--- src/hw/ssl_pkg.sv ---
// register map, field layout, reset values and tables of the link configuration block
`default_nettype none
package ssl_pkg;
	// register addresses, seven bits as carried in the first serial byte
	localparam int         ADDR_W          = 7;
	localparam logic [6:0] ADDR_OP_MODE    = 7'h01;
	localparam logic [6:0] ADDR_CONFIG1    = 7'h1d;
	localparam logic [6:0] ADDR_CONFIG2    = 7'h1e;
	localparam logic [6:0] ADDR_PRE_MSB    = 7'h20;
	localparam logic [6:0] ADDR_PRE_LSB    = 7'h21;
	localparam logic [6:0] ADDR_PAY_LEN    = 7'h22;
	localparam logic [6:0] ADDR_CONFIG3    = 7'h26;
	localparam logic [6:0] ADDR_DET_OPT    = 7'h31;
	localparam logic [6:0] ADDR_DET_THR    = 7'h37;

	// field positions
	localparam int OPM_LONG_RANGE  = 7;
	localparam int CFG1_BW_LSB     = 4;
	localparam int CFG1_CR_LSB     = 1;
	localparam int CFG1_HEADERLESS = 0;
	localparam int CFG2_SF_LSB     = 4;
	localparam int CFG2_CRC_ON     = 2;
	localparam int CFG3_SLOW_SYM   = 3;

	// device mode codes in the low three bits of the operating mode
	localparam logic [2:0] MODE_SLEEP   = 3'h0;
	localparam logic [2:0] MODE_STANDBY = 3'h1;

	// legal field ranges
	localparam logic [3:0] SF_MIN       = 4'h6;
	localparam logic [3:0] SF_MAX       = 4'hc;
	localparam logic [2:0] CR_MIN       = 3'h1;
	localparam logic [2:0] CR_MAX       = 3'h4;
	localparam logic [3:0] BW_CODE_MAX  = 4'h9;
	localparam logic [3:0] CR_BASE      = 4'h4;
	localparam logic [3:0] HDR_CR_DENOM = 4'h8;
	localparam logic [15:0] PRE_MIN     = 16'h0006;
	localparam logic [16:0] PRE_OVERHEAD = 17'h00004;

	// reset values
	localparam logic [3:0]  RST_BW_CODE  = 4'h7;
	localparam logic [2:0]  RST_CR       = 3'h1;
	localparam logic [3:0]  RST_SF       = 4'h7;
	localparam logic [15:0] RST_PREAMBLE = 16'h000c;
	localparam logic [7:0]  RST_PAY_LEN  = 8'h01;

	// double-sideband channel width in hertz for each bandwidth code, code 0 rightmost
	localparam int BW_W = 19;
	localparam logic [9:0][18:0] BW_HZ_TABLE = {
		19'h7a120, 19'h3d090, 19'h1e848, 19'h0f424, 19'h0a2e4,
		19'h079e0, 19'h05140, 19'h03cf0, 19'h028a0, 19'h01e78};

	// serial access phase
	typedef enum logic {
		SSL_SPI_ADDR = 1'b0,
		SSL_SPI_DATA = 1'b1
	} ssl_spi_e;
endpackage

`default_nettype wire

--- src/hw/ssl_link_config.sv ---
// serial-accessed configuration and framing parameters of the spread-spectrum modem
`timescale 1ns/1ps
`default_nettype none

// Functional notes
// - modem switch only taken while in sleep
// - spread factor 6..12 gives 2^sf chips
// - code rate 1..4 gives 4/5..4/8
// - code rate may travel in header
// - ten bandwidths, 7.8 to 500 kHz
// - symbol rate is bandwidth over 2^sf
// - bandwidth means full double-sideband width
// - preamble length resets to twelve symbols
// - preamble 6..65535, sent four symbols longer
// - one bit picks headerless or header format
// - header: byte count, code rate, crc flag
// - header sent at 4/8 with own crc
module ssl_link_config #(
	parameter logic [7:0] DET_OPT_RESET = 8'h00,
	parameter logic [7:0] DET_THR_RESET = 8'h00
) (
	input  wire logic                    CLK,
	input  wire logic                    RESET,
	input  wire logic                    SCK,
	input  wire logic                    MOSI,
	input  wire logic                    NSS_N,
	output logic                         MISO,
	output logic                         MISO_OE_N,
	output logic                         LONG_RANGE_MODE,
	output logic [2:0]                   DEVICE_MODE,
	output logic [12:0]                  CHIPS_PER_SYMBOL,
	output logic [3:0]                   CODE_RATE_DENOM,
	output logic [ssl_pkg::BW_W-1:0]     BANDWIDTH_HZ,
	output logic [ssl_pkg::BW_W-1:0]     SYMBOL_RATE_HZ,
	output logic                         HEADER_PRESENT,
	output logic [3:0]                   HEADER_CODE_DENOM,
	output logic [11:0]                  HEADER_FIELDS,
	output logic [16:0]                  TX_PREAMBLE_SYMBOLS,
	output logic                         SLOW_SYMBOL_ROBUST,
	output logic [7:0]                   DETECT_OPTIMIZE,
	output logic [7:0]                   DETECT_THRESHOLD
);
	import ssl_pkg::*;

	logic                sck_s1, sck_s2, sck_s3;
	logic                nss_s1, nss_s2;
	logic                mosi_s1, mosi_s2;
	logic                sck_rise, sck_fall;
	ssl_spi_e            phase;
	logic [2:0]          bit_cnt;
	logic [6:0]          shift_in;
	logic                is_write;
	logic [ADDR_W-1:0]   reg_addr;
	logic [ADDR_W-1:0]   rd_addr;
	logic [7:0]          rd_data;
	logic [7:0]          miso_sr;
	logic                wr_en;
	logic [ADDR_W-1:0]   wr_addr;
	logic [7:0]          wr_data;
	logic                long_range;
	logic [2:0]          dev_mode;
	logic [3:0]          bw_code;
	logic [2:0]          code_rate;
	logic                headerless_select;
	logic [3:0]          spread_factor;
	logic                crc_on;
	logic                slow_symbol_robustness;
	logic [15:0]         preamble_symbol_count;
	logic [7:0]          payload_len;
	logic [7:0]          detection_optimize_ctrl;
	logic [7:0]          detection_threshold_ctrl;
	logic [15:0]         pre_eff;
	logic                wr_cfg1, wr_cfg2;

	// pins come from the host's clock, two stages before anything looks at them
	always_ff @(posedge CLK or posedge RESET) begin
		if (RESET) begin
			sck_s1  <= 1'b0;
			sck_s2  <= 1'b0;
			sck_s3  <= 1'b0;
			nss_s1  <= 1'b1;
			nss_s2  <= 1'b1;
			mosi_s1 <= 1'b0;
			mosi_s2 <= 1'b0;
		end else begin
			sck_s1  <= SCK;
			sck_s2  <= sck_s1;
			sck_s3  <= sck_s2;
			nss_s1  <= NSS_N;
			nss_s2  <= nss_s1;
			mosi_s1 <= MOSI;
			mosi_s2 <= mosi_s1;
		end
	end

	// edges come from the settled stages only
	assign sck_rise = sck_s2 & ~sck_s3;
	assign sck_fall = ~sck_s2 & sck_s3;

	// read address: the one just received, or the next one of a burst
	always_comb begin
		rd_addr = (phase == SSL_SPI_ADDR) ? {shift_in[5:0], mosi_s2} : reg_addr + 7'h01;
	end

	// serial frame: address byte with write flag on top, then data bytes with auto-increment
	always_ff @(posedge CLK or posedge RESET) begin
		if (RESET) begin
			phase    <= SSL_SPI_ADDR;
			bit_cnt  <= 3'h0;
			shift_in <= 7'h00;
			is_write <= 1'b0;
			reg_addr <= 7'h00;
			miso_sr  <= 8'h00;
			wr_en    <= 1'b0;
			wr_addr  <= 7'h00;
			wr_data  <= 8'h00;
		end else begin
			wr_en <= 1'b0;
			if (nss_s2) begin
				phase   <= SSL_SPI_ADDR;
				bit_cnt <= 3'h0;
			end else if (sck_rise) begin
				bit_cnt  <= bit_cnt + 3'h1;
				shift_in <= {shift_in[5:0], mosi_s2};
				if (bit_cnt == 3'h7) begin
					miso_sr <= rd_data;
					case (phase)
						SSL_SPI_ADDR: begin
							is_write <= shift_in[6];
							reg_addr <= {shift_in[5:0], mosi_s2};
							phase    <= SSL_SPI_DATA;
						end
						SSL_SPI_DATA: begin
							wr_en    <= is_write;
							wr_addr  <= reg_addr;
							wr_data  <= {shift_in, mosi_s2};
							reg_addr <= reg_addr + 7'h01;
						end
						default: phase <= SSL_SPI_ADDR;
					endcase
				end
			end else if (sck_fall && bit_cnt != 3'h0) begin
				// no shift on the fall right after a load, so bit 7 is not lost
				miso_sr <= {miso_sr[6:0], 1'b0};
			end
		end
	end

	// output driven only while selected
	assign MISO      = miso_sr[7];
	assign MISO_OE_N = nss_s2;

	// modem select may change only while asleep; the mode field always
	always_ff @(posedge CLK or posedge RESET) begin
		if (RESET) begin
			long_range <= 1'b0;
			dev_mode   <= MODE_STANDBY;
		end else if (wr_en && wr_addr == ADDR_OP_MODE) begin
			dev_mode <= wr_data[2:0];
			if (dev_mode == MODE_SLEEP) begin
				long_range <= wr_data[OPM_LONG_RANGE];
			end
		end
	end

	assign wr_cfg1 = wr_en && wr_addr == ADDR_CONFIG1;
	assign wr_cfg2 = wr_en && wr_addr == ADDR_CONFIG2;

	// out-of-range codes are dropped per field so the modem never sees them
	always_ff @(posedge CLK or posedge RESET) begin
		if (RESET) begin
			bw_code           <= RST_BW_CODE;
			code_rate         <= RST_CR;
			headerless_select <= 1'b0;
		end else if (wr_cfg1) begin
			if (wr_data[CFG1_BW_LSB +: 4] <= BW_CODE_MAX) begin
				bw_code <= wr_data[CFG1_BW_LSB +: 4];
			end
			if (wr_data[CFG1_CR_LSB +: 3] >= CR_MIN && wr_data[CFG1_CR_LSB +: 3] <= CR_MAX) begin
				code_rate <= wr_data[CFG1_CR_LSB +: 3];
			end
			headerless_select <= wr_data[CFG1_HEADERLESS];
		end
	end

	// spread factor and payload crc flag
	always_ff @(posedge CLK or posedge RESET) begin
		if (RESET) begin
			spread_factor <= RST_SF;
			crc_on        <= 1'b0;
		end else if (wr_cfg2) begin
			if (wr_data[CFG2_SF_LSB +: 4] >= SF_MIN && wr_data[CFG2_SF_LSB +: 4] <= SF_MAX) begin
				spread_factor <= wr_data[CFG2_SF_LSB +: 4];
			end
			crc_on <= wr_data[CFG2_CRC_ON];
		end
	end

	// preamble length, payload length and slow-symbol bit
	always_ff @(posedge CLK or posedge RESET) begin
		if (RESET) begin
			preamble_symbol_count  <= RST_PREAMBLE;
			payload_len            <= RST_PAY_LEN;
			slow_symbol_robustness <= 1'b0;
		end else if (wr_en) begin
			if (wr_addr == ADDR_PRE_MSB) begin
				preamble_symbol_count[15:8] <= wr_data;
			end
			if (wr_addr == ADDR_PRE_LSB) begin
				preamble_symbol_count[7:0] <= wr_data;
			end
			if (wr_addr == ADDR_PAY_LEN) begin
				payload_len <= wr_data;
			end
			if (wr_addr == ADDR_CONFIG3) begin
				slow_symbol_robustness <= wr_data[CFG3_SLOW_SYM];
			end
		end
	end

	// tuning registers the host sets for the smallest spread factor
	always_ff @(posedge CLK or posedge RESET) begin
		if (RESET) begin
			detection_optimize_ctrl  <= DET_OPT_RESET;
			detection_threshold_ctrl <= DET_THR_RESET;
		end else if (wr_en) begin
			if (wr_addr == ADDR_DET_OPT) begin
				detection_optimize_ctrl <= wr_data;
			end
			if (wr_addr == ADDR_DET_THR) begin
				detection_threshold_ctrl <= wr_data;
			end
		end
	end

	// read mux; unmapped addresses read zero
	always_comb begin
		case (rd_addr)
			ADDR_OP_MODE: rd_data = {long_range, 4'h0, dev_mode};
			ADDR_CONFIG1: rd_data = {bw_code, code_rate, headerless_select};
			ADDR_CONFIG2: rd_data = {spread_factor, 1'b0, crc_on, 2'h0};
			ADDR_PRE_MSB: rd_data = preamble_symbol_count[15:8];
			ADDR_PRE_LSB: rd_data = preamble_symbol_count[7:0];
			ADDR_PAY_LEN: rd_data = payload_len;
			ADDR_CONFIG3: rd_data = {4'h0, slow_symbol_robustness, 3'h0};
			ADDR_DET_OPT: rd_data = detection_optimize_ctrl;
			ADDR_DET_THR: rd_data = detection_threshold_ctrl;
			default:      rd_data = 8'h00;
		endcase
	end

	// values below the floor act as the floor, so a short preamble cannot be sent
	assign pre_eff = (preamble_symbol_count < PRE_MIN) ? PRE_MIN : preamble_symbol_count;

	// derived link parameters, registered so the modem sees clean values
	always_ff @(posedge CLK or posedge RESET) begin
		if (RESET) begin
			LONG_RANGE_MODE     <= 1'b0;
			DEVICE_MODE         <= MODE_STANDBY;
			CHIPS_PER_SYMBOL    <= 13'h0000;
			CODE_RATE_DENOM     <= 4'h0;
			BANDWIDTH_HZ        <= 19'h00000;
			SYMBOL_RATE_HZ      <= 19'h00000;
			HEADER_PRESENT      <= 1'b0;
			HEADER_CODE_DENOM   <= 4'h0;
			HEADER_FIELDS       <= 12'h000;
			TX_PREAMBLE_SYMBOLS <= 17'h00000;
			SLOW_SYMBOL_ROBUST  <= 1'b0;
			DETECT_OPTIMIZE     <= 8'h00;
			DETECT_THRESHOLD    <= 8'h00;
		end else begin
			LONG_RANGE_MODE     <= long_range;
			DEVICE_MODE         <= dev_mode;
			CHIPS_PER_SYMBOL    <= 13'h0001 << spread_factor;
			CODE_RATE_DENOM     <= CR_BASE + {1'b0, code_rate};
			BANDWIDTH_HZ        <= BW_HZ_TABLE[bw_code];
			SYMBOL_RATE_HZ      <= BW_HZ_TABLE[bw_code] >> spread_factor;
			HEADER_PRESENT      <= ~headerless_select;
			// header always at the strongest code; its crc is added by the framer
			HEADER_CODE_DENOM   <= headerless_select ? 4'h0 : HDR_CR_DENOM;
			HEADER_FIELDS       <= {payload_len, code_rate, crc_on};
			TX_PREAMBLE_SYMBOLS <= {1'b0, pre_eff} + PRE_OVERHEAD;
			SLOW_SYMBOL_ROBUST  <= slow_symbol_robustness;
			DETECT_OPTIMIZE     <= detection_optimize_ctrl;
			DETECT_THRESHOLD    <= detection_threshold_ctrl;
		end
	end
endmodule // ssl_link_config

`default_nettype wire

--- config.mk ---
export PLATFORM = sky130hd
export DESIGN_NAME = ssl_link_config
export DESIGN_NICKNAME = d
export VERILOG_FILES = /design/src/hw/ssl_pkg.sv /design/src/hw/ssl_link_config.sv
export SDC_FILE = /design/constraint.sdc
export NUM_CORES = 1
export LEC_CHECK = 0
export BUFFER_PORTS_ARGS = -buffer_cell sky130_fd_sc_hd__buf_4
export CAP_MARGIN = 20
export CORE_ASPECT_RATIO = 0.8
export CORE_MARGIN = 2
export CORE_UTILIZATION = 54
export CTS_BUF_LIST = sky130_fd_sc_hd__clkbuf_8
export DETAILED_ROUTE_END_ITERATION = 8
export GPL_ROUTABILITY_DRIVEN = 0
export HOLD_SLACK_MARGIN = 0.1
export PLACE_DENSITY = 0.78
export SLEW_MARGIN = 20
export SYNTH_ARGS = -nofsm -noshare
export SYNTH_HDL_FRONTEND = slang
export SYNTH_SLANG_ARGS = --single-unit
--- constraint.sdc ---
create_clock -name CLK -period 6 [get_ports CLK]
set_input_delay 0 -clock CLK [delete_from_list [all_inputs] [get_ports CLK]]
set_output_delay 0 -clock CLK [all_outputs]
set_load 0.005 [all_outputs]
# Word-level counts from Yosys, hierarchy flattened
# Memory sizes are Yosys's and may differ from the RTL's.
# Cells that the tools add are included.
[word_totals]
mem_count = 1
in_bits = 5
ff_bits = 218
latch_bits = 0
romBits = 304
output_inout_bits = 112
ramBits = 0
[op_classes]
reduce_logical = 27
n_mux = 18
n_shift = 2
bitwise_logic = 7
add_sub_neg = 4
magnitude_cmp = 7
div_mod_pow = 0
eq_ne = 20
mul = 0
[mem_list]
columns = ["name", "depth", "width", "rd", "rd_ports_with_merged_regs", "write_ports", "line_no", "source"]
rows = [
  ["(name not given)", 16, 19, 1, 0, 0, "ssl_link_config.sv:277", "SYMBOL_RATE_HZ <= BW_HZ_TABLE[bw_code] >> spread_factor;"],
]
[ops]
columns = ["operator", "n"]
rows = [
  ["7-bit by 6-bit == test with 1-bit output (second input constant)", 12],
  ["8-bit one-hot mux with 9 select lines", 1],
  ["7-bit by 5-bit == test with 1-bit output (second input constant)", 4],
  ["8-bit two-way mux", 3],
  ["2-bit AND reduction", 12],
  ["19-bit two-way mux", 1],
  ["19-bit by 4-bit >> shifter with 19-bit output", 1],
  ["16-bit by 3-bit adder with 17-bit output (second input constant)", 1],
  ["16-bit by 3-bit < comparator with 1-bit output (second input constant)", 1],
  ["16-bit two-way mux", 1],
  ["7-bit by 1-bit == test with 1-bit output (second input constant)", 2],
  ["7-bit one-hot mux with 2 select lines", 1],
  ["1-bit by 4-bit << shifter with 13-bit output (first input constant)", 1],
  ["4-bit <= comparator (second input constant)", 2],
  ["4-bit AND reduction", 2],
  ["7-bit by 1-bit adder with 7-bit output (second input constant)", 1],
  ["1-bit two-way mux", 7],
  ["7-bit two-way mux", 1],
  ["1-bit logical AND", 6],
  ["3-bit two-way mux", 2],
  ["3-bit AND reduction", 2],
  ["2-bit nonzero test", 3],
  ["4-bit by 5-bit < comparator with 1-bit output (second input constant)", 1],
  ["1-bit NOT", 5],
  ["11 further kinds", 12],
]

# Logic depth before layout (Yosys ltp)
[logic_depth]
depth_word = 6
ltp_mapped = 10
ltp_nobuf = 9

# Worst setup path after synthesis
# OpenSTA, ideal clock, no wires.
[synth_path]
kind = "register to register"
startpoint = "reg bw_code[0]"
endpoint = "reg SYMBOL_RATE_HZ[5] in the netlist's numbering"
stages_incl_launch_ff = 9
arrival_time_ns = 2.307
setup_slack_ns = 3.610
path_buffers = 1
t_required_ns = 5.917
cell_sequence = "dfstp_2 > clkbuf_1 > inv_1 > ha_1 > a211oi_1 > mux2i_1 > mux2_2 > mux2_2 > o21ai_0"
[synth_via]
elab_chain_len = 3
[synth_rtl]
columns = ["item", "line_no", "source"]
rows = [
  ["start, declared", "ssl_link_config.sv:62", "logic [3:0] bw_code;"],
  ["start signal, assigned", "ssl_link_config.sv:177", "bw_code <= wr_data[CFG1_BW_LSB +: 4];"],
  ["memory read 16 x 19 bit", "-", ""],
  ["19-bit two-way mux (implied by the code)", "ssl_link_config.sv:277", ""],
  ["19-bit by 4-bit >> shifter with 19-bit output", "ssl_link_config.sv:277", ""],
  ["end signal, assigned", "ssl_link_config.sv:277", ""],
  ["end, declared", "ssl_link_config.sv:34", "output logic [ssl_pkg::BW_W-1:0] SYMBOL_RATE_HZ,"],
]
# Every way passes these cells. The select of a mux whose other input is x is not followed.
# A chain may end at the register's enable or synchronous reset.

# Worst setup path in the final report
[layout_path]
startpoint = "reg phase"
endpoint = "reg miso_sr[4]"
[layout_via]
elab_chain_len = 5
elab_cells_between_ends = 13
cone_classes = "eq/ne (9); mux (4)"
[layout_rtl]
columns = ["item", "line_no", "source"]
rows = [
  ["start, declared", "ssl_link_config.sv:49", "ssl_spi_e phase;"],
  ["start signal, assigned", "ssl_link_config.sv:108", "phase <= SSL_SPI_ADDR;"],
  ["start signal, assigned", "ssl_link_config.sv:120", "phase <= SSL_SPI_ADDR;"],
  ["start signal, assigned", "ssl_link_config.sv:131", "phase <= SSL_SPI_DATA;"],
  ["7-bit two-way mux (*)", "ssl_link_config.sv:102", "rd_addr = (phase == SSL_SPI_ADDR) ? {shift_in[5:0], mosi_s2} : reg_addr + 7'h01;"],
  ["7-bit by 6-bit == test with 1-bit output (tied with other cells)", "ssl_link_config.sv:238", "case (rd_addr)"],
  ["8-bit one-hot mux with 9 select lines (*)", "ssl_link_config.sv:238", ""],
  ["8-bit two-way mux (*)", "ssl_link_config.sv:125", "if (bit_cnt == 3'h7) begin"],
  ["8-bit two-way mux (*)", "ssl_link_config.sv:122", "end else if (sck_rise) begin"],
  ["end signal, assigned", "ssl_link_config.sv:126", "miso_sr <= rd_data;"],
  ["end signal, assigned", "ssl_link_config.sv:144", "miso_sr <= {miso_sr[6:0], 1'b0};"],
  ["end, declared", "ssl_link_config.sv:56", "logic [7:0] miso_sr;"],
]
# Mark *: on every way between the ends. The rest lies on a longest branch, timed or not. The select of a mux whose other input is x is not followed.

==> impl_metrics.ini <==
[min_path]
hold_end = mosi_s1$_DFF_PP0_
worstHoldStart = MOSI
hold-path-cell-count = 2
hold_class = in -> reg

[run]
maxCapViolCount = 0

[timing]
skew_ns = 0.0158
maxSlewViolCount = 0
timing.final.crit_share = 0.527
tightest_slew_ns = 0.885
fin_crit_ns = 3.16
grt_setup_unrepaired = no
finalSetupTns_ns = 0
timing.fmax_mhz = 316
setup_viol = 0
slew_headroom = 0.410
final-hold-violation-count = 0

[power]
internal_power_mw = 2.15
power_density_nw_per_um2 = 264
combPwrFrac = 0.079
irDropWorstVdd_v = 0.000201
seqPwrFrac = 0.517
p_sw_mw = 0.727
p_leak_nw = 5.34
swShare = 0.253
clkPwrFrac = 0.404
p_total_mw = 2.87

[worst_setup_path]
path_max_fanout = 28
ff2ff_setup_slack_ns = 2.84
crit_required_ns = 6.44
r2r-end = miso_sr[4]$_DFFE_PP0P_
end_kind = register
worstSetupPathType = reg -> reg
reg2reg_from = phase$_DFFE_PP0P_
worstPathArrival_ns = 3.60
critPathLaunchType = register
reg2reg_depth = 7

[global_routing]
grt_max_degree = 127
grt.busiest_layer = met1
met1_usage = 0.359
grt_first_pass_wirelength_mm = 33.2
use_met2 = 0.344
first_global_vias = 6177
antenna_found_initial = 0
grt_use_met3 = 0.0457
gr-usage-all-layers = 0.234
grt_overflow = 0

[synthesis]
ys_seq_area_frac = 0.563
ys.flop_type = dfrtp_1
synth_seq_cells = 209
synth.distinct_cells = 79
syn_inst = 787
synth_edf_count = 0
async_reset_ff_frac = 1.00
ys_warn_count = 0
avgSynthCellArea_um2 = 11.8
syn_area_um2 = 9330

[cts]
cts.clk_slew.worst_paths_ns = 0.06
post_cts_resized = 0
htreeDepth = 2
worst_skew_pair.late_latency_ns = 0.50
cts.path.max_buffers = 3
cts_buffers = 34
cts_root_buf = clkbuf_8
cts.sinks = 209
cts_tree = done
post_cts_buffers = 0

[routing]
drt_first_pass_iters = 5
vias_per_cell = 5.75
vias = 6534
drcViolationCount = 0
wl_per_cell_um = 18.3
first_iter_violations = 667
finalWirelength_mm = 20.8
postRouteAntennaNets = 0

[placed_design]
place_area_um2 = 10200
io_buffers = 111
dp_hpwl_mm = 14.7

[die]
fp.dieH_um = 122
rows = 42
initial_core_util = 0.558
die_x_um = 151
die-area_um2 = 18300
design.core.area_um2 = 16700
io_pins = 117

[final_layout]
final_cell_area_um2 = 10900
areaGrowthSynthToFinish_pct = 16.7
layout-drive-gt1-share = 0.312
antenna_cells = 0
fin_nets = 909

[run_status]
status = completed
## repair_timing
item	CTS	global route
setup endpoints to repair	0	0
hold buffers	4	0
endpoints found under the hold margin	119	0
## critical path, stage by stage (launching register included)
cell	delay, ns
dfrtp_1	0.92
inv_1	0.25
o31ai_1	0.67
nand4_1	0.39
nor3_2	0.44
nand2_1	0.11
a31oi_1	0.21
a211o_1	0.11
## routing by layer
layer	part of all wire	up-vias	wire, µm
met1	0.46	3237	9610
met3	0.069	33	1450
met2	0.45	248	9470
met5	0	-	0
met4	0.015	0	316
li1	-	3016	-
## Yosys cell counts, types with 11 or more instances
| cell type | instances | share of area |
|---|---|---|
| a21oi_1 | 37 | 0.020 |
| a22o_1 | 11 | 0.010 |
| and3_1 | 16 | 0.011 |
| clkbuf_1 | 23 | 0.0093 |
| dfrtp_1 | 195 | 0.52 |
| dfstp_2 | 14 | 0.039 |
| ha_1 | 11 | 0.015 |
| inv_1 | 17 | 0.0068 |
| mux2_2 | 88 | 0.11 |
| mux2i_1 | 25 | 0.027 |
| nand2_1 | 62 | 0.025 |
| nand3_1 | 13 | 0.0070 |
| nor2_1 | 53 | 0.021 |
| nor3_1 | 12 | 0.0064 |
| o21ai_0 | 30 | 0.016 |
## worst max path at each step
stage	start	endpoint	slack (ns)	cells past startpoint
floorplan	RESET	BANDWIDTH_HZ[10]$_DFF_PP0_	0.31	1
global placement	phase$_DFFE_PP0P_	miso_sr[4]$_DFFE_PP0P_	3.08	7
detailed placement	phase$_DFFE_PP0P_	miso_sr[7]$_DFFE_PP0P_	2.93	7
CTS	phase$_DFFE_PP0P_	miso_sr[7]$_DFFE_PP0P_	2.95	7
global route	phase$_DFFE_PP0P_	miso_sr[4]$_DFFE_PP0P_	2.51	7
finish	phase$_DFFE_PP0P_	miso_sr[4]$_DFFE_PP0P_	2.84	7
## cell type report
cell class | instances | area, µm²
inverter | 18 | 75.1
timing repair buffer | 116 | 885
multi-input combinational | 514 | 3740
fill | 1327 | 5830
clock inverter | 18 | 75.1
sequential | 209 | 5250
tap | 220 | 275
clock buffer | 42 | 578
## sequential cells by signal, indices dropped and copies added, names as in the netlist, 8 cells and up
register / cells
BANDWIDTH_HZ: 17
CHIPS_PER_SYMBOL: 13
DETECT_OPTIMIZE: 8
DETECT_THRESHOLD: 8
HEADER_FIELDS: 12
SYMBOL_RATE_HZ: 19
TX_PREAMBLE_SYMBOLS: 17
detection_optimize_ctrl: 8
detection_threshold_ctrl: 8
miso_sr: 8
payload_len: 8
preamble_symbol_count: 16
wr_data: 8
## per-stage QoR
stage	worst slack (ns)	util	cells	hold WS, ns
after floorplan	0.314	-	791	0.00448
after global placement	3.08	0.609	1073	0.108
after detailed placement	2.93	0.609	1073	0.110
after CTS	2.95	0.650	1137	0.121
after global routing	2.51	0.651	1137	0.142
final	2.84	0.651	1137	0.155
## power by group through the flow
stage | logic (mW) | clock network [mW] | registers [mW]
2_1_floorplan | 0.193 | 0 | 1.49
3_3_place_gp | 0.220 | 0 | 1.51
3_5_place_dp | 0.223 | 0 | 1.51
4_1_cts | 0.225 | 1.19 | 1.48
5_1_grt | 0.249 | 1.26 | 1.49
6_report | 0.228 | 1.16 | 1.48
## layout by cell type, fill, tap and decap left out, types with 4 or more instances in the layout
cell / instances
conb_1: 5
nor3_1: 12
dfrtp_1: 194
nor4_1: 4
nand2_1: 62
dfstp_2: 14
inv_1: 30
nor2b_1: 10
a222oi_1: 6
o31ai_1: 5
buf_4: 111
and3_1: 16
mux2i_1: 25
a2bb2oi_1: 4
nor2_1: 53
xnor2_1: 8
nand3_1: 13
a22o_1: 11
ha_1: 11
a211oi_1: 5
a22oi_1: 7
nand3b_1: 4
nand4_1: 4
mux2_2: 88
a31oi_1: 8
dlygate4sd3_1: 4
a21oi_1: 37
nand2b_1: 10
clkbuf_8: 42
xor2_1: 7
o21ai_0: 30
and2_1: 5
## logic make-up after synthesis
family | synth area share
AO/OA/AOI/OAI | 0.115
XOR/XNOR | 0.0141
adder cells (fa/ha/maj) | 0.0148
buffers and inverters | 0.0382
flip-flops | 0.563
multiplexers | 0.135
other | 0.000402
AND/OR/NAND/NOR | 0.120
Power figures use the tool's default switching activity.
